<file path="config.mk">
export PLATFORM = sky130hd
export DESIGN_NAME = rgc_top
export DESIGN_NICKNAME = d
export VERILOG_FILES = /design/src/hdl/rgc_pkg.sv /design/src/hdl/rgc_conv_if.sv /design/src/hdl/rgc_top.sv /design/src/hdl/rgc_sar.sv /design/src/hdl/rgc_dwell.sv
export SDC_FILE = /design/constraint.sdc
export NUM_CORES = 1
export LEC_CHECK = 0
export ABC_CLOCK_PERIOD_IN_PS = 5600
export BUFFER_PORTS_ARGS = -buffer_cell sky130_fd_sc_hd__buf_4
export CORE_MARGIN = 3
export CORE_UTILIZATION = 45
export DETAILED_ROUTE_END_ITERATION = 7
export PLACE_DENSITY_LB_ADDON = 0.12
export SLEW_MARGIN = 20
export SYNTH_ARGS = -nofsm -noshare
export SYNTH_HDL_FRONTEND = slang
export SYNTH_SLANG_ARGS = --single-unit
</file>
<file path="constraint.sdc">
create_clock -name ref_clk -period 5.6 [get_ports ref_clk]
set_clock_uncertainty 0.2 [all_clocks]
set_input_delay 0.56 -clock ref_clk [delete_from_list [all_inputs] [get_ports ref_clk]]
set_output_delay 0.56 -clock ref_clk [all_outputs]
set_load 0.01 [all_outputs]
</file>
<file path="src/hdl/rgc_pkg.sv">
`default_nettype none

package rgc_pkg;

    ////////////////////////////////////////////////////////////////////////
    // configuration memory offsets
    localparam logic [9:0] ADDR_SETUP7 = 10'h113;
    localparam logic [9:0] ADDR_RESULT = 10'h312;
    localparam logic [9:0] ADDR_CONV_LO = 10'h327;
    localparam logic [9:0] ADDR_CONV_HI = 10'h328;
    localparam logic [9:0] ADDR_DWELL = 10'h32f;
    localparam logic [9:0] ADDR_MANUAL = 10'h35d;
    localparam logic [9:0] ADDR_RAISE = 10'h35e;
    localparam logic [9:0] ADDR_DROP = 10'h35f;
    localparam logic [9:0] ADDR_READOUT = 10'h360;

    ////////////////////////////////////////////////////////////////////////
    // field positions
    localparam int POLICY_LSB = 6;         // gain_loop_policy in radio_setup_seven[7:6]
    localparam int MANUAL_HOLD_BIT = 6;    // 0x40 in gain_manual_control holds the loop
    localparam int MANUAL_LNA_LSB = 0;     // [1:0] lna level
    localparam int MANUAL_MIXER_BIT = 2;   // [2] mixer level
    localparam int MANUAL_FILTER_LSB = 3;  // [4:3] filter level

    ////////////////////////////////////////////////////////////////////////
    // reset values
    localparam logic [7:0] RST_SETUP7 = 8'h00;
    localparam logic [7:0] RST_DWELL = 8'h28;
    localparam logic [7:0] RST_MANUAL = 8'h00;
    localparam logic [7:0] RST_RAISE = 8'h30;
    localparam logic [7:0] RST_DROP = 8'h60;

    ////////////////////////////////////////////////////////////////////////
    // timing: one divider unit is 62 cycles of 10 ns (620 ns), so 0x28 units give 24.8 us
    localparam int CLK_MHZ = 100;
    localparam int DWELL_UNIT_NS = 625;
    localparam logic [6:0] DWELL_UNIT_CYC = 7'((DWELL_UNIT_NS * CLK_MHZ) / 1000);

    ////////////////////////////////////////////////////////////////////////
    // strength arithmetic: x/7 ~ (x*73)>>9
    localparam logic [15:0] DIV7_MUL = 16'h0049;
    localparam int DIV7_SHIFT = 9;
    localparam logic [7:0] REF_RESULT_DB = 8'h6b;  // 107
    localparam logic [7:0] REF_CONV_DB = 8'h6d;    // 109
    localparam int FILTER_LOG2 = 3;                // eight samples averaged
    localparam logic [3:0] FILTER_COUNT = 4'h8;

    ////////////////////////////////////////////////////////////////////////
    // six gain stages, index 0 is stage 1 (highest gain)
    localparam logic [2:0] LAST_STAGE = 3'h5;
    localparam logic [1:0] LVL_LOW = 2'h0;
    localparam logic [1:0] LVL_MED = 2'h1;
    localparam logic [1:0] LVL_HIGH = 2'h2;
    localparam logic [1:0] STAGE_LNA [0:5] = '{LVL_HIGH, LVL_HIGH, LVL_MED, LVL_LOW, LVL_LOW, LVL_LOW};
    localparam logic STAGE_MIXER [0:5] = '{1'b1, 1'b0, 1'b0, 1'b0, 1'b0, 1'b0};
    localparam logic [1:0] STAGE_FILTER [0:5] = '{LVL_HIGH, LVL_HIGH, LVL_HIGH, LVL_HIGH, LVL_MED, LVL_LOW};
    localparam logic [4:0] STAGE_CODE [0:5] = '{5'h00, 5'h01, 5'h02, 5'h0a, 5'h12, 5'h16};
    localparam logic [7:0] STAGE_CORR [0:5] = '{8'h2c, 8'h23, 8'h1a, 8'h11, 8'h0a, 8'h00};

    typedef enum logic [1:0] {
        RGC_POL_FREE,
        RGC_POL_MANUAL,
        RGC_POL_HOLD,
        RGC_POL_PREAMBLE
    } rgc_policy_t;

endpackage

`default_nettype wire

</file>
<file path="src/hdl/rgc_conv_if.sv">
`default_nettype none

// converter request and result between the controller and the sar engine
interface rgc_conv_if;
    logic start;
    logic busy;
    logic done;
    logic [7:0] sample;

    modport ctrl (output start, input busy, input done, input sample);
    modport conv (input start, output busy, output done, output sample);
endinterface

`default_nettype wire

</file>
<file path="src/hdl/rgc_top.sv">
// Contract
// - six ordered stages of lna, mixer, filter gain
// - dwell per stage from divider, reset 0x28
// - strength above drop level lowers gain
// - strength below raise level raises gain
// - policy: free, manual, hold, preamble lock
// - applied gains readable in stage readout
// - loop runs by default after reset
// - 8-bit sar result feeds loop and readback
// - valid packet in packet mode stores postamble strength in result
// - result is two's complement, minus 107 dBm
// - idle command takes filtered strength into result
`default_nettype none

module rgc_top (
    input wire logic ref_clk,
    input wire logic arst_n,
    input wire logic [9:0] mem_addr,
    input wire logic mem_wr_en,
    input wire logic mem_rd_en,
    input wire logic [7:0] mem_wdata,
    output logic [7:0] mem_rdata,
    input wire logic receive_state,
    input wire logic idle_on_state,
    input wire logic packet_mode,
    input wire logic postamble_active,
    input wire logic packet_valid,
    input wire logic preamble_detected,
    input wire logic measure_strength_cmd,
    input wire logic cmp_above,
    output logic [7:0] dac_code,
    output logic [1:0] lna_gain,
    output logic mixer_gain,
    output logic [1:0] filter_gain,
    output logic measure_busy,
    output logic measure_done
);

    typedef enum logic [1:0] {
        RGC_M_IDLE,
        RGC_M_RUN,
        RGC_M_STORE
    } rgc_mstate_t;

    typedef struct packed {
        logic [7:0] setup7;
        logic [7:0] dwell;
        logic [7:0] manual;
        logic [7:0] raise;
        logic [7:0] drop;
        logic [7:0] result;
        logic [7:0] sample;
        logic [7:0] rdata;
        logic [2:0] stage;
        logic preamble_lock;
        logic [7:0] post_value;
        logic [10:0] acc;
        logic [3:0] acc_cnt;
        rgc_mstate_t mstate;
        logic conv_start;
        logic [4:0] readout;
        logic [1:0] lna;
        logic mixer;
        logic [1:0] filter;
        logic mdone;
    } rgc_top_t;

    rgc_top_t s_q, s_d;
    rgc_conv_if conv ();
    logic dwell_tick;
    logic loop_enable;
    rgc_pkg::rgc_policy_t policy;
    logic [7:0] strength;
    logic [15:0] scaled;

    ////////////////////////////////////////////////////////////////////////
    // converter and dwell timer

    rgc_sar u_sar (
        .ref_clk(ref_clk),
        .arst_n(arst_n),
        .cv(conv.conv),
        .cmp_above(cmp_above),
        .dac_code(dac_code)
    );

    rgc_dwell u_dwell (
        .ref_clk(ref_clk),
        .arst_n(arst_n),
        .enable(loop_enable),
        .divider(s_q.dwell),
        .tick(dwell_tick)
    );

    assign conv.start = s_q.conv_start;

    ////////////////////////////////////////////////////////////////////////
    // policy decode and loop gating
    // the timer only runs when a step could actually happen, which keeps
    // the first step a full dwell after the loop is released
    always_comb begin
        policy = rgc_pkg::rgc_policy_t'(s_q.setup7[rgc_pkg::POLICY_LSB +: 2]);
        loop_enable = receive_state
            && !s_q.manual[rgc_pkg::MANUAL_HOLD_BIT]
            && (policy == rgc_pkg::RGC_POL_FREE
                || (policy == rgc_pkg::RGC_POL_PREAMBLE && !s_q.preamble_lock));
    end

    ////////////////////////////////////////////////////////////////////////
    // strength in readout units: sample/7 + correction - (109 - 107)
    // the x/7 is a multiply-shift; it never errs by more than one count
    always_comb begin
        scaled = (16'(conv.sample) * rgc_pkg::DIV7_MUL) >> rgc_pkg::DIV7_SHIFT;
        strength = scaled[7:0] + rgc_pkg::STAGE_CORR[s_q.stage]
            - (rgc_pkg::REF_CONV_DB - rgc_pkg::REF_RESULT_DB);
    end

    ////////////////////////////////////////////////////////////////////////
    // next state
    always_comb begin
        s_d = s_q;
        s_d.conv_start = 1'b0;
        s_d.mdone = 1'b0;

        // host writes; read-only offsets swallow the write
        if (mem_wr_en) begin
            case (mem_addr)
                rgc_pkg::ADDR_SETUP7: begin
                    s_d.setup7 = mem_wdata;
                end
                rgc_pkg::ADDR_DWELL: begin
                    s_d.dwell = mem_wdata;
                end
                rgc_pkg::ADDR_MANUAL: begin
                    s_d.manual = mem_wdata;
                end
                rgc_pkg::ADDR_RAISE: begin
                    s_d.raise = mem_wdata;
                end
                rgc_pkg::ADDR_DROP: begin
                    s_d.drop = mem_wdata;
                end
                default: begin
                end
            endcase
        end

        // read data registered, one cycle after the strobe
        if (mem_rd_en) begin
            case (mem_addr)
                rgc_pkg::ADDR_SETUP7: s_d.rdata = s_q.setup7;
                rgc_pkg::ADDR_RESULT: s_d.rdata = s_q.result;
                rgc_pkg::ADDR_CONV_LO: s_d.rdata = s_q.sample;
                rgc_pkg::ADDR_CONV_HI: s_d.rdata = 8'h00;
                rgc_pkg::ADDR_DWELL: s_d.rdata = s_q.dwell;
                rgc_pkg::ADDR_MANUAL: s_d.rdata = s_q.manual;
                rgc_pkg::ADDR_RAISE: s_d.rdata = s_q.raise;
                rgc_pkg::ADDR_DROP: s_d.rdata = s_q.drop;
                rgc_pkg::ADDR_READOUT: s_d.rdata = {3'h0, s_q.readout};
                default: s_d.rdata = 8'h00;
            endcase
        end

        // keep the converter busy while receiving or measuring
        if (!conv.busy && !s_q.conv_start && (receive_state || s_q.mstate == RGC_M_RUN)) begin
            s_d.conv_start = 1'b1;
        end
        if (conv.done) begin
            s_d.sample = conv.sample;
        end

        // preamble lock lives for one receive visit
        if (!receive_state) begin
            s_d.preamble_lock = 1'b0;
        end else if (preamble_detected && policy == rgc_pkg::RGC_POL_PREAMBLE) begin
            s_d.preamble_lock = 1'b1;
        end

        // one step per dwell tick, decided on the latest sample
        if (dwell_tick && loop_enable) begin
            if (s_q.sample > s_q.drop) begin
                if (s_q.stage != rgc_pkg::LAST_STAGE) begin
                    s_d.stage = s_q.stage + 3'h1;
                end
            end else if (s_q.sample < s_q.raise) begin
                if (s_q.stage != 3'h0) begin
                    s_d.stage = s_q.stage - 3'h1;
                end
            end
        end

        // applied gains: manual fields or the stage table
        if (policy == rgc_pkg::RGC_POL_MANUAL) begin
            s_d.lna = s_q.manual[rgc_pkg::MANUAL_LNA_LSB +: 2];
            s_d.mixer = s_q.manual[rgc_pkg::MANUAL_MIXER_BIT];
            s_d.filter = s_q.manual[rgc_pkg::MANUAL_FILTER_LSB +: 2];
            s_d.readout = s_q.manual[4:0];
        end else begin
            s_d.lna = rgc_pkg::STAGE_LNA[s_d.stage];
            s_d.mixer = rgc_pkg::STAGE_MIXER[s_d.stage];
            s_d.filter = rgc_pkg::STAGE_FILTER[s_d.stage];
            s_d.readout = rgc_pkg::STAGE_CODE[s_d.stage];
        end

        // last strength seen during the postamble is kept for the packet end
        if (postamble_active && conv.done) begin
            s_d.post_value = strength;
        end
        if (packet_valid && packet_mode) begin
            s_d.result = s_q.post_value;
        end

        // on-demand measurement: average eight samples from idle
        case (s_q.mstate)
            RGC_M_IDLE: begin
                if (measure_strength_cmd && idle_on_state) begin
                    s_d.mstate = RGC_M_RUN;
                    s_d.acc = '0;
                    s_d.acc_cnt = '0;
                end
            end
            RGC_M_RUN: begin
                if (conv.done) begin
                    s_d.acc = s_q.acc + 11'(strength);
                    s_d.acc_cnt = s_q.acc_cnt + 4'h1;
                    if (s_q.acc_cnt + 4'h1 == rgc_pkg::FILTER_COUNT) begin
                        s_d.mstate = RGC_M_STORE;
                    end
                end
            end
            RGC_M_STORE: begin
                s_d.result = 8'(s_q.acc >> rgc_pkg::FILTER_LOG2);
                s_d.mdone = 1'b1;
                s_d.mstate = RGC_M_IDLE;
            end
            default: begin
                s_d.mstate = RGC_M_IDLE;
            end
        endcase
    end

    ////////////////////////////////////////////////////////////////////////
    // state register; reset leaves the loop free running at full gain
    always_ff @(posedge ref_clk or negedge arst_n) begin
        if (!arst_n) begin
            s_q <= '0;
            s_q.setup7 <= rgc_pkg::RST_SETUP7;
            s_q.dwell <= rgc_pkg::RST_DWELL;
            s_q.manual <= rgc_pkg::RST_MANUAL;
            s_q.raise <= rgc_pkg::RST_RAISE;
            s_q.drop <= rgc_pkg::RST_DROP;
            s_q.mstate <= RGC_M_IDLE;
            s_q.lna <= rgc_pkg::LVL_HIGH;
            s_q.mixer <= 1'b1;
            s_q.filter <= rgc_pkg::LVL_HIGH;
        end else begin
            s_q <= s_d;
        end
    end

    ////////////////////////////////////////////////////////////////////////
    // outputs
    assign mem_rdata = s_q.rdata;
    assign lna_gain = s_q.lna;
    assign mixer_gain = s_q.mixer;
    assign filter_gain = s_q.filter;
    assign measure_busy = (s_q.mstate != RGC_M_IDLE);
    assign measure_done = s_q.mdone;

endmodule

`default_nettype wire

</file>
<file path="src/hdl/rgc_sar.sv">
`default_nettype none

// 8-bit successive approximation against the log-amp level, one bit a cycle
module rgc_sar (
    input wire logic ref_clk,
    input wire logic arst_n,
    rgc_conv_if.conv cv,
    input wire logic cmp_above,
    output logic [7:0] dac_code
);

    typedef struct packed {
        logic busy;
        logic done;
        logic [2:0] bitpos;
        logic [7:0] code;
        logic [7:0] result;
    } rgc_sar_t;

    rgc_sar_t s_q, s_d;

    ////////////////////////////////////////////////////////////////////////
    // trial bit kept only when the level sits at or above the trial code
    always_comb begin
        s_d = s_q;
        s_d.done = 1'b0;
        if (s_q.busy) begin
            if (!cmp_above) begin
                s_d.code[s_q.bitpos] = 1'b0;
            end
            if (s_q.bitpos == 3'h0) begin
                s_d.busy = 1'b0;
                s_d.done = 1'b1;
                s_d.result = s_d.code;
            end else begin
                s_d.bitpos = s_q.bitpos - 3'h1;
                s_d.code[s_q.bitpos - 3'h1] = 1'b1;
            end
        end else if (cv.start) begin
            s_d.busy = 1'b1;
            s_d.bitpos = 3'h7;
            s_d.code = 8'h80;
        end
    end

    always_ff @(posedge ref_clk or negedge arst_n) begin
        if (!arst_n) begin
            s_q <= '0;
        end else begin
            s_q <= s_d;
        end
    end

    assign cv.busy = s_q.busy;
    assign cv.done = s_q.done;
    assign cv.sample = s_q.result;
    assign dac_code = s_q.code;

endmodule

`default_nettype wire

</file>
<file path="src/hdl/rgc_dwell.sv">
`default_nettype none

// dwell timer: divider units of a fixed prescale, one tick per period
module rgc_dwell (
    input wire logic ref_clk,
    input wire logic arst_n,
    input wire logic enable,
    input wire logic [7:0] divider,
    output logic tick
);

    typedef struct packed {
        logic [6:0] pre;
        logic [7:0] units;
        logic tick;
    } rgc_dwell_t;

    rgc_dwell_t s_q, s_d;

    ////////////////////////////////////////////////////////////////////////
    // a zero divider behaves as one so the loop never stalls for good
    always_comb begin
        s_d = s_q;
        s_d.tick = 1'b0;
        if (!enable) begin
            s_d.pre = '0;
            s_d.units = '0;
        end else if (s_q.pre >= rgc_pkg::DWELL_UNIT_CYC - 7'h1) begin
            s_d.pre = '0;
            if (s_q.units + 8'h1 >= divider) begin
                s_d.units = '0;
                s_d.tick = 1'b1;
            end else begin
                s_d.units = s_q.units + 8'h1;
            end
        end else begin
            s_d.pre = s_q.pre + 7'h1;
        end
    end

    always_ff @(posedge ref_clk or negedge arst_n) begin
        if (!arst_n) begin
            s_q <= '0;
        end else begin
            s_q <= s_d;
        end
    end

    assign tick = s_q.tick;

endmodule

`default_nettype wire

</file>
---- Word level (Yosys, flattened, before mapping) ----
Memories as Yosys holds them, arrays and structs flattened.
Cells that the tools add are included.
cells by class
  $lt $le $gt $ge ......................... 10
  equal/unequal tests ..................... 20
  bitwise gates (word level) .............. 5
  mux-type cells .......................... 47
  multiply operators ...................... 1
  reductions and logical operators ........ 35
  $add $sub $neg .......................... 9
operators by type and width
  operator                                                  number
  == test 10 bit, second input constant                     7
  case mux 8 bit (8 select lines)                           1
  2-to-1 mux 8 bit                                          7
  2-to-1 mux 17 bit                                         2
  2-to-1 mux 11 bit                                         3
  case mux 15 bit (2 select lines)                          1
  multiplier 8 x 7 -> 15 bit, second input constant         1
  2-to-1 mux 15 bit                                         1
  2-to-1 mux 3 bit                                          5
  AND reduction 2 bit                                       7
  2-to-1 mux 1 bit                                          13
  logical AND 1 bit                                         12
  2-to-1 mux 2 bit                                          6
  adder 11 x 8 -> 11 bit                                    1
  == test 10 x 9 -> 1 bit, second input constant            1
  2-to-1 mux 10 bit                                         1
  2-to-1 mux 5 bit                                          2
  2-to-1 mux 9 bit                                          1
  adder 6 x 8 -> 8 bit                                      1
  adder 8 x 1 -> 8 bit, second input constant               1
  bitwise AND 8 bit                                         1
  greater-or-equal comparator 4 bit, second input constant  2
  greater-or-equal comparator 8 bit                         1
  greater-than comparator 8 bit                             1
  28 further kinds                                          48
word-level totals
  register bits after elaboration ......... 142
  memories ................................ 5
  output and inout bits ................... 23
  bits in read-only memories .............. 144
  logic and storage cells ................. 160
  bits of input ports ..................... 30
memories
  name              words  width  rd ports  clocked after Yosys merged registers in  write ports  RTL line        source
  (name not given)  8      8      1         0                                        0            rgc_top.sv:114  strength = scaled[7:0] + rgc_pkg::STAGE_CORR[s_q.stage]
  (name not given)  8      5      1         0                                        0            rgc_top.sv:202  s_d.readout = rgc_pkg::STAGE_CODE[s_d.stage];
  (name not given)  8      2      1         0                                        0            rgc_top.sv:201  s_d.filter = rgc_pkg::STAGE_FILTER[s_d.stage];
  (name not given)  8      2      1         0                                        0            rgc_top.sv:199  s_d.lna = rgc_pkg::STAGE_LNA[s_d.stage];
  (name not given)  8      1      1         0                                        0            rgc_top.sv:200  s_d.mixer = rgc_pkg::STAGE_MIXER[s_d.stage];

---- Logic depth before layout (Yosys ltp) ----
Gate-level depths: netlist of the first run.
  word-level depth ........................ 11
  mapped depth ............................ 26
  gate-level depth less buffers ........... 26

---- Modules after synthesis ----
From an unflattened synthesis of the first run, not the netlist that was laid out.
unflattened totals
  cells, all modules ...................... 826
  area, all modules ....................... 8630.8 um2
modules (own cells, without submodules)
  module     instances  cells an instance  area an instance (um2)
  rgc_top    1          629                6535.0
  rgc_sar    1          107                1122.3
  rgc_dwell  1          90                 973.4

---- Least setup slack after synthesis of the first run ----
OpenSTA, ideal clock, no wires.
  path type ............................... reg-to-reg
  start ................................... register u_sar.s_q (netlist bit u_sar.cv.sample[4])
  end ..................................... register s_q[28] (netlist name)
  arrival ................................. 4.791 ns
  required time ........................... 5.271 ns
  slack ................................... 0.480 ns
  stages on the path, launching flop included .. 25
  library setup time ...................... 0.129 ns
  cell sequence ........................... dfrtp_1 ha_1 ha_1 ha_1 ha_1 a31o_2 a21oi_1 o21ai_0 a21oi_1 o21ai_0 or3_1 nand2_1 ha_1 inv_1 ha_1 a21oi_1 o21bai_1 a21oi_1 xnor2_1 ha_1 o21a_1 o31ai_1 a21boi_0 o2111ai_1 mux2i_1
on the way
  longest elaborated chain between the ends .. 6
RTL lines
  element                           RTL line        source
  start: declaration                rgc_sar.sv:20   rgc_sar_t s_q, s_d;
  start signal: assignment          rgc_sar.sv:48   s_q <= '0;
  start signal: assignment          rgc_sar.sv:50   s_q <= s_d;
  multiplier 8 x 7 -> 15 bit        rgc_top.sv:113  scaled = (16'(conv.sample) * rgc_pkg::DIV7_MUL) >> rgc_pkg::DIV7_SHIFT;
  adder 6 x 8 -> 8 bit              rgc_top.sv:114
  subtractor 8 x 2 -> 8 bit         rgc_top.sv:115  - (rgc_pkg::REF_CONV_DB - rgc_pkg::REF_RESULT_DB);
  named net strength[6]             rgc_top.sv:73   logic [7:0] strength;
  adder 11 x 8 -> 11 bit            rgc_top.sv:224  s_d.acc = s_q.acc + 11'(strength);
  2-to-1 mux 17 bit                 rgc_top.sv:223  if (conv.done) begin
  case mux 15 bit (2 select lines)  rgc_top.sv:214  case (s_q.mstate)
  end: declaration                  rgc_top.sv:68   rgc_top_t s_q, s_d;
The timed path passes the listed nets, and every way through them passes these cells. The select of a mux whose other input is x is not followed.
A chain may end at the register's enable or synchronous reset.

---- Final worst setup path of the first run ----
Same ends and word-level chain as after synthesis.

==> results of run 1 <==
placed cells by master (no fill, tap or decap), types with 5 or more instances in the layout:
| master | netlist | layout |
|---|---|---|
| o31ai_1 | 6 | 5 |
| a22o_1 | 18 | 18 |
| xnor2_1 | 10 | 10 |
| nor2b_1 | 9 | 9 |
| a21o_1 | 11 | 11 |
| o211ai_1 | 7 | 7 |
| clkbuf_8 | 0 | 5 |
| nand3_1 | 17 | 17 |
| nor2_1 | 44 | 43 |
| nor3_1 | 10 | 10 |
| xor2_1 | 15 | 15 |
| o22ai_1 | 10 | 10 |
| clkbuf_16 | 0 | 17 |
| o21a_1 | 7 | 7 |
| mux2_2 | 47 | 47 |
| or2_2 | 6 | 6 |
| nand2b_1 | 10 | 10 |
| mux2i_1 | 20 | 20 |
| nand2_1 | 101 | 101 |
| dfrtp_1 | 133 | 133 |
| buf_4 | 20 | 59 |
| a211oi_1 | 8 | 8 |
| dfstp_2 | 9 | 9 |
| o21ai_0 | 71 | 68 |
| inv_1 | 71 | 71 |
| ha_1 | 78 | 76 |
| a21oi_1 | 35 | 32 |
cells in the mapped netlist, drive strengths merged (2+ instances only):
| library cell | number | share of area [%] |
|---|---|---|
| xnor2 | 11 | 1.2 |
| or2 | 7 | 0.52 |
| nand2b | 10 | 0.74 |
| a2111o | 2 | 0.27 |
| nand4 | 3 | 0.22 |
| dfstp | 9 | 2.8 |
| nor2b | 9 | 0.67 |
| nand2 | 102 | 4.6 |
| mux2i | 20 | 2.4 |
| ha | 78 | 12 |
| o211ai | 7 | 0.62 |
| a211o | 2 | 0.21 |
| o21a | 7 | 0.62 |
| dfrtp | 133 | 39 |
| a22o | 18 | 1.9 |
| nor4 | 4 | 0.30 |
| mux2 | 47 | 6.3 |
| o21ai | 71 | 4.2 |
| nor2 | 44 | 2.0 |
| a31oi | 3 | 0.22 |
| o2111ai | 2 | 0.21 |
| inv | 72 | 3.2 |
| nor4b | 2 | 0.28 |
| o21bai | 2 | 0.18 |
| or3 | 4 | 0.30 |
| a211oi | 8 | 0.71 |
| a21boi | 3 | 0.27 |
| a21o | 11 | 0.98 |
| a21oi | 35 | 2.1 |
| nand3b | 3 | 0.27 |
| o41ai | 2 | 0.21 |
| fa | 3 | 0.71 |
| buf | 26 | 2.1 |
| nand3 | 17 | 1.0 |
| nor3 | 11 | 0.71 |
| o22ai | 10 | 0.74 |
| xor2 | 15 | 1.6 |
| and3 | 4 | 0.30 |
| a22oi | 2 | 0.18 |
| nor3b | 4 | 0.42 |
| clkbuf | 15 | 0.67 |
| o31ai | 6 | 0.53 |
what timing repair did:
| action | in CTS | in global routing |
|---|---|---|
| pin swaps | 2 | 16 |
| buffers inserted | 0 | 5 |
| gates resized for setup | 4 | 14 |
| endpoints found under the setup margin | 2 | 5 |
state kept, by name, indices dropped and copies added (netlist names):
signal           count
policy               2
u_sar.s_q            3
u_sar.dac_code       8
u_sar.cv.busy        1
mem_rdata            8
filter_gain          2
u_sar.cv.done        1
lna_gain             2
u_sar.cv.sample      8
s_q                 88
u_dwell.s_q         15
u_dwell.tick         1
mixer_gain           1
conv.start           1
measure_done         1
stage by stage:
step	hold WS (ns)	cells	cell area [sq um]	total power, uW
global placement	0.268	1102	8900	1860
global route	0.0668	1139	9660	3330
floorplan	0.0644	859	8430	1680
CTS	0.0363	1134	9560	3140
detailed placement	0.284	1102	8900	1870
finish	0.0139	1139	9660	3170
worst paths after layout:
kind / from / slack, ns / end
min reg2reg: s_q[37] / 0.29 / s_q[37]
max: u_sar.cv.sample[4] / 0.24 / s_q[28]
max reg2reg: u_sar.cv.sample[4] / 0.24 / s_q[28]
min in group ref_clk: mem_wdata[5] / 0.20 / s_q[94]
max in group asynchronous: arst_n / 3.96 / u_sar.cv.done
min: arst_n / 0.01 / mem_rdata[4]
area by class of cell:
cell class,count,area [sq um],share of cell area (%)
tap,229,287,2.97
clock buffer,23,498,5.16
sequential,142,3560,36.9
multi-input combinational,604,4430,45.9
timing repair buffer,60,454,4.70
clock inverter,9,155,1.61
inverter,72,270,2.80
per-layer routing:
layer	wire, um	GRT usage (%)
met2	9540	32.4
met4	396	6.30
met1	9230	27.5
met5	0	0
met3	664	4.09
cells by family after synthesis:
group	count (synthesis)	synth area share, %
xor gates and xnor gates	26	2.79
adders and majority gates	81	12.3
buffers and inverters	113	5.95
and+or+nand+nor	227	12.5
AOI/OAI and AO/OA	203	15.5
DFF	142	42.3
muxes	67	8.65
worst max-delay path: cells and delay by family, from the launching register on:
| family | cells | cell delay, ns |
|---|---|---|
| adder cells (fa/ha/maj) | 7 | 2.11 |
| AO/OA/AOI/OAI | 11 | 1.71 |
| flip-flops | 1 | 0.43 |
| AND/OR/NAND/NOR | 2 | 0.39 |
| buffers and inverters | 3 | 0.15 |
| multiplexers | 1 | 0.15 |
| XOR/XNOR | 1 | 0.12 |
power breakdown:
part           switching, uW  internal (uW)  leakage [uW]
logic                    391            329       0.00258
clock network            434            805      0.000319
registers               86.5           1120       0.00176
total                    911           2250       0.00466
==> metrics.txt, run 1 <==
type of the worst min-delay path=in -> async; Fin. Hold Viols=0; clock buffer count from CTS=17; slowest cell on the critical path=fa_1; status=finished, final reports clean; synth unique cells=66; Slew @ Worst Pin=1.02 ns; DR WL/cell=17.4 um; Post-Synthesis Cells=859; H-tree Lvls=4; WP data arrival=about 5.5 ns; CTS Hold Bufs=0; final wirelength=19800 um; Critical Path RT=5.70 ns; post-synthesis instance area=0.00843 sq mm; most used cell, CP=ha_1; FFs w/ async S/R, synth=100%; fmax=187 MHz; Place WS=0.000437 ns; Max transition margin=31.8%; n_diodes=0; reg2reg path depth=25; Post-Syn Nets=970; share of post-route cells with drive strength above 1=19.1%; nets=approximately 1000; core footprint=around 0.018 sq mm; Die X=143 um; post-route ant nets=0; global placer's final weighted congestion=0.848; fillers=between 1500 and 2000; CTS clk-pin slew, worst paths=0.06 ns; CP max stage delay=0.48 ns; Max Cap Viol=0; Layout Utilization=between 50% and 60%; routed via count=6354; GRT overflow=0; Ports=53; final slew viol count=0; Critical Path Source Type=flip-flop; average size of a mapped cell=9.81 sq um; Pwr Density=328 mW/mm^2; GRT Overall Usage=20.2%; Die ar.=around 0.02 sq mm; min cycle time layout=between 5 and 6 ns; Starting Density=46.3%; Synth Warn #=0; maximum clock path buffer count=2; #FFs+latches synth=around 140; VDD IR max=roughly 0.22 mV; Setup Crit Path Kind=reg -> reg; CTS tree=done; port bufs=52; crit end category=flip-flop; DR pass1 iterations=5; area growth from synthesis to layout=14.5%; vias in the first global route=6285; Die Ht=~140 um; Seq/Total Area, Yosys=42.3%; DRC=0; Setup TNS=0 ns; EDFF count, synth=0; setup violators final=0; Worst Path Max Fanout=4; Final period util=about 96%; Vias/cell=5.58; HPWL after DPL=14900 um; first-pass GRT wire length=32500 um; first-iteration detailed-routing DRC count=~320; Skew-Pair Late Insertion Delay=between 0.4 and 0.5 ns; clk sink count=142; largest net degree at the start of global routing=90; worst setup margin=0.244 ns; Leak=about 0.0047 uW; row count=49; CTS root buf=clkbuf_16; Top FF cell, synth=dfrtp_1; antenna violations before repair=0
No activity file was read; power rests on OpenSTA's default activity.
==> inputs of run 2 (changes only) <==
Settings changed: CORE_ASPECT_RATIO set to 1.2, CORE_UTILIZATION 45 to 30.
==> metrics.txt, run 2 (same netlist as run 1, synthesis figures left out) <==
crit end category=flip-flop; Largest register FFs=88 (unchanged); Ports=53 (unchanged); Layout Utilization=35.6% (-17 points); clk sink count=142 (unchanged); first-iteration detailed-routing DRC count=228 (-29%); Fin. Hold Viols=0 (unchanged); first-pass GRT wire length=35600 um (+9.8%); Slew @ Worst Pin=1.07 ns (+0.0470 ns); port bufs=52 (unchanged); Starting Density=30.8% (-16 points); Skew-Pair Late Insertion Delay=0.43 ns (about the same); Leak=0.00463 uW (-0.55%); final slew viol count=0 (unchanged); Critical Path RT=5.71 ns (about the same); design area=0.00976 sq mm (+1.1%); n_diodes=0 (unchanged); min cycle time layout=5.25 ns (-0.107 ns); CTS clk-pin slew, worst paths=0.06 ns (about the same); DR WL/cell=17.1 um (-1.8%); core footprint=0.0274 sq mm (+51%); area growth from synthesis to layout=15.8%; Internal=2110 uW (-6.4%); routed via count=6215 (-2.2%); Max Cap Viol=0 (unchanged); Worst Path Max Fanout=4 (unchanged); Vias/cell=4.83 (-13%); vias in the first global route=6445 (+2.5%); most common cell after layout, fill and taps aside=dfrtp_1; VDD IR max=0.152 mV (-32%); setup violators final=0 (unchanged); share of post-route cells with drive strength above 1=18.7% (-0.39 points); CTS root buf=clkbuf_16; global placer's final weighted congestion=0.823 (-3.0%); GRT Overall Usage=15.0% (-5.1 points); CP max stage delay=0.47 ns (about the same); Sw Pwr=903 uW (-0.89%); DRC=0 (unchanged); Seq pwr share=40.1% (+2.0 points); maximum clock path buffer count=2 (unchanged); row count=66 (+35%); DR pass1 iterations=4 (-1); post-route ant nets=0 (unchanged); Comb pwr share=23.4% (+0.7 points); largest registers=s_q: 88 flops, u_dwell.s_q: 15 flops; final wirelength=22000 um (+11%); fmax=191 MHz (+2.0%); Die Ht=190 um (+33%); commonest cells after routing, fill and taps aside=dfrtp_1 (133), nand2_1 (101), ha_1 (77); Die ar.=0.0302 sq mm (+48%); H-tree Lvls=4 (unchanged); largest net degree at the start of global routing=56 (-38%); Setup Crit Path Kind=reg -> reg; Final period util=93.7% (-1.9 points); largest register by flop count=s_q; Critical Path Source Type=flip-flop; CTS tree=done; HPWL after DPL=16500 um (+11%); status=finished, final reports clean; Max transition margin=28.6% (-3.3 points); Placed Instance Area=0.00912 sq mm (+2.5%); slowest cell on the critical path=fa_1; Sw Ratio=30.0% (+1.2 points); antenna violations before repair=0 (unchanged); most used cell, CP=ha_1; Pwr Density=309 mW/mm^2 (-5.8%); Die X=159 um (+11%); WP data arrival=5.36 ns (-0.09 ns); nets=1011 (+0.30%); clock buffer count from CTS=17 (unchanged); clock network power share=36.4% (-2.7 points); type of the worst min-delay path=in -> reg; GRT overflow=0 (unchanged)
==> run 2: cell types whose count changed in the layout (fill, tap and decap cells not counted), sizes merged <==
cell         previous run  this run
dlygate4sd3             0         1
bufinv                  4         2
buf                    60        62
clkbuf                 23        24
clkinv                  4         5
==> run 2: final timing paths <==
path	cells past startpoint	slack, ns	end	from
setup reg to reg	25	0.35	s_q[28]	u_sar.cv.sample[1]
max in group asynchronous	3	3.60	s_q[6]	arst_n
setup / recovery	25	0.35	s_q[28]	u_sar.cv.sample[1]
hold reg to reg	1	0.28	s_q[28]	s_q[28]
hold / removal	3	0.19	s_q[70]	mem_wdata[5]
min in group asynchronous	2	0.48	u_dwell.s_q[4]	arst_n
==> run 2: cell type report <==
cell class | count | area (sq um)
fillers | 2857 | 17700
multi-input cells | 604 | 4420
flip-flops and latches | 142 | 3560
repair buffers | 63 | 479
well taps | 374 | 468
clock buffers | 24 | 462
inverters | 72 | 270
clock inverters | 8 | 92.6
==> run 2: metal layers <==
| metal | wire, um | share of wire (%) | vias up | global-route usage (%) |
|---|---|---|---|---|
| li1 | - | - | 3094 | - |
| met1 | 10100 | 46 | 3036 | 19.0 |
| met2 | 11000 | 50 | 64 | 25.8 |
| met4 | 440 | 2.0 | 0 | 5.19 |
| met5 | 0 | 0 | - | 0 |
| met3 | 527 | 2.4 | 21 | 2.85 |
==> run 2: through the flow <==
step	power [uW]	cells	setup WS [ns]	setup TNS, ns	hold WS [ns]
finish	3010	1287	0.351	0	0.186
global route	3200	1287	-0.0205	-0.0335	0.191
CTS	3020	1285	0.0170	0	0.167
detailed placement	1900	1252	-0.0212	-0.0212	0.275
global placement	1900	1252	0.0928	0	0.268
floorplan	1680	859	0.480	0	0.0644
==> run 2: power by group through the flow <==
| stage | registers [uW] | clock network, uW | logic, uW |
|---|---|---|---|
| 3_5_place_dp | 1230 | 0 | 670 |
| 2_1_floorplan | 1180 | 0 | 495 |
| 3_3_place_gp | 1230 | 0 | 668 |
| 4_1_cts | 1210 | 1130 | 676 |
| 6_report | 1210 | 1100 | 707 |
| 5_1_grt | 1220 | 1170 | 806 |
==> run 2: what timing repair did <==
item / CTS / global route
gates cloned: 0 / 0
hold buffers: 1 / 0
endpoints found under the setup margin: 1 / 5
gates resized for setup: 1 / 17
setup buffers: 0 / 2
pin swaps: 0 / 15
endpoints found under the hold margin: 50 / 0
==> run 2: worst max-delay path: cells and delay by family (launching register included) <==
family                   cells  cell delay (ns)
adder cells (fa/ha/maj)      7             2.11
buffers and inverters        3             0.15
XOR/XNOR                     1             0.13
flip-flops                   1             0.39
multiplexers                 1             0.14
AND/OR/NAND/NOR              2             0.39
AO/OA/AOI/OAI               11             1.61
==> inputs of run 3 (changes only) <==
Settings changed: REMOVE_ABC_BUFFERS set to 1, SLEW_MARGIN 20 to not set.
==> metrics.txt, run 3 (same netlist as run 1, synthesis figures left out) <==
status=complete, but fails checks; failing checks=negative hold slack; Die ar.=0.0302 sq mm (unchanged); share of post-route cells with drive strength above 1=18.8% (+0.041 points); Worst Path Max Fanout=4 (unchanged); HPWL after DPL=16600 um (+0.52%); design area=0.00978 sq mm (+0.18%); Die X=159 um (unchanged); Critical Path Source=u_sar.cv.sample[1]; r2r endpoint=s_q[27]; CP Cell Sequence=ha_1 > ha_1 > ha_1 > ha_1 > a31o_2 > a21oi_2 > o21ai_1 > a21oi_2 > o21ai_0 > or3_1 > nand2_1 > ha_1 > inv_1 > ha_1 > a21oi_1 > nor2_1 > nor2_1 > xnor2_1 > ha_1 > o21a_1 > a21o_1 > a41oi_1 > xor2_1 > nor2_1; VDD IR max=0.194 mV (+28%); area growth from synthesis to layout=16.0%; Setup TNS=0 ns (unchanged); reg2reg start=u_sar.cv.sample[1]; final slew viol count=0 (unchanged); first-pass GRT wire length=35400 um (-0.62%); GRT Overall Usage=15.0% (-0.073 points); Skew-Pair Late Insertion Delay=0.42 ns (about the same); largest register by flop count=s_q; Setup Crit Path Kind=reg -> reg; type of the worst min-delay path=in -> async; vias in the first global route=6489 (+0.68%); DRC=0 (unchanged); Slew @ Worst Pin=1.10 ns (+0.0275 ns); Pwr Density=315 mW/mm^2 (+2.1%); Max transition margin=26.7% (-1.8 points); maximum clock path buffer count=2 (unchanged); WP data arrival=5.33 ns (-0.03 ns); commonest cells after routing, fill and taps aside=dfrtp_1 (133), nand2_1 (101), ha_1 (78); WL met2=11100 um (+1.6%); Top delay family on crit path=adder cells; nets=1009 (-0.20%); crit end category=flip-flop; routed via count=6214 (-0.016%); Vias/cell=4.84 (+0.14%); fmax=192 MHz (+0.57%); CP Capture Point=s_q[27]; Placed Instance Area=0.00911 sq mm (about the same); Largest register FFs=88 (unchanged); slowest cell on the critical path=dfrtp_1; clk sink count=142 (unchanged); RSZ-0062 raised after global routing=no; Ports=53 (unchanged); Crit path depth=24 (-4.0%); metal3 WL=531 um (+0.76%); Reg area=0.00356 sq mm (unchanged); Max Used Layer=met4; row count=66 (unchanged); setup violators final=0 (unchanged); min cycle time layout=5.22 ns (-0.0300 ns); most used cell, CP=ha_1; Critical Path RT=5.71 ns (about the same); core footprint=0.0274 sq mm (unchanged); largest net degree at the start of global routing=89 (+59%); Final period util=93.2% (-0.54 points); CTS clk-pin slew, worst paths=0.06 ns (about the same); Multi-input gate area=0.00440 sq mm (-0.65%); DR WL/cell=17.0 um (-0.33%); fillers=2845 (-0.42%); port bufs=52 (unchanged); largest registers=s_q: 88 flops, u_dwell.s_q: 15 flops; final wirelength=21900 um (-0.49%); Fin. Hold Viols=3 (+3); DR pass1 iterations=5 (+1); reg2reg path depth=24 (-4.0%); minimum hold slack=-0.0104 ns (-0.197 ns); post-route ant nets=0 (unchanged); n_diodes=0 (unchanged); Critical Path Source Type=flip-flop; Leak=0.00464 uW (+0.32%); Starting Density=30.8% (unchanged); GRT overflow=0 (unchanged); Max Cap Viol=0 (unchanged); Layout Utilization=35.7% (+0.064 points); R2R setup slack=0.38 ns (+0.03 ns); H-tree Lvls=4 (unchanged); CTS root buf=clkbuf_16; clock buffer count from CTS=17 (unchanged); most common cell after layout, fill and taps aside=dfrtp_1; Metal-1 WL=9600 um (-4.9%); global placer's final weighted congestion=0.798 (-3.0%); CTS tree=done; CP bufs+invs=1 (-2); CP max stage delay=0.38 ns (-0.09 ns); antenna violations before repair=0 (unchanged); Die Ht=190 um (unchanged); first-iteration detailed-routing DRC count=396 (+74%)
-- run 3: cell types whose count changed in the layout (fill, tap and decap cells not counted), sizes merged --
cell and delta:
dlygate4sd3 -1, buf -1, clkbuf -3, bufinv +1, clkinvlp +2
-- run 3: how the worst min path moves through the flow --
stage | from | slack (ns) | endpoint
after detailed placement | s_q[20] | 0.28 | s_q[20]
after CTS | arst_n | 0.03 | mem_rdata[3]
final | arst_n | -0.01 | mem_rdata[3]
after floorplan | arst_n | 0.06 | conv.start
after global routing | arst_n | 0.05 | mem_rdata[3]
after global placement | s_q[37] | 0.27 | s_q[37]
-- run 3: metal layers --
layer / global-route usage [%] / up-vias
met5: 0 / -
met4: 5.89 / 0
met3: 2.90 / 25
met2: 26.3 / 94
met1: 18.1 / 3011
li1: - / 3084
-- run 3: layout make-up --
type,instances,area share [%]
clock inverter,11,1.41
multi-input combinational,604,45.0
timing repair buffer,61,4.72
clock buffer,21,4.91
inverter,72,2.76
tap,374,4.79
sequential,142,36.5
-- run 3: where the power goes --
part	total [uW]	internal, uW	switching, uW
Combinational	687	311	376
Sequential	1200	1120	83.9
Clock	1190	744	448
Total	3080	2180	908
-- run 3: through the flow --
stage	hold slack, ns	instances	total power [uW]	worst slack, ns
2_1_floorplan	0.0644	818	1670	0.482
3_3_place_gp	0.268	1251	1890	0.0768
3_5_place_dp	0.278	1251	1880	0.0212
4_1_cts	0.0260	1283	3100	0.0304
5_1_grt	0.0498	1285	3280	0.0300
6_report	-0.0104	1285	3080	0.381
-- run 3: what timing repair did --
item,CTS,global route
pin swaps,1,8
hold buffers,0,0
buffers inserted,0,2
endpoints found under the setup margin,1,5
resized for setup,2,11
cloned,0,0
-- run 3: worst reg2reg max path: cells and delay by family, from the launching register on --
kind / cells / cell delay [ns]
compound gates: 9 / 1.44
buf+inv: 1 / 0.05
flops: 1 / 0.38
simple gates: 5 / 0.66
xor+xnor: 2 / 0.36
fa+ha+maj: 7 / 2.01
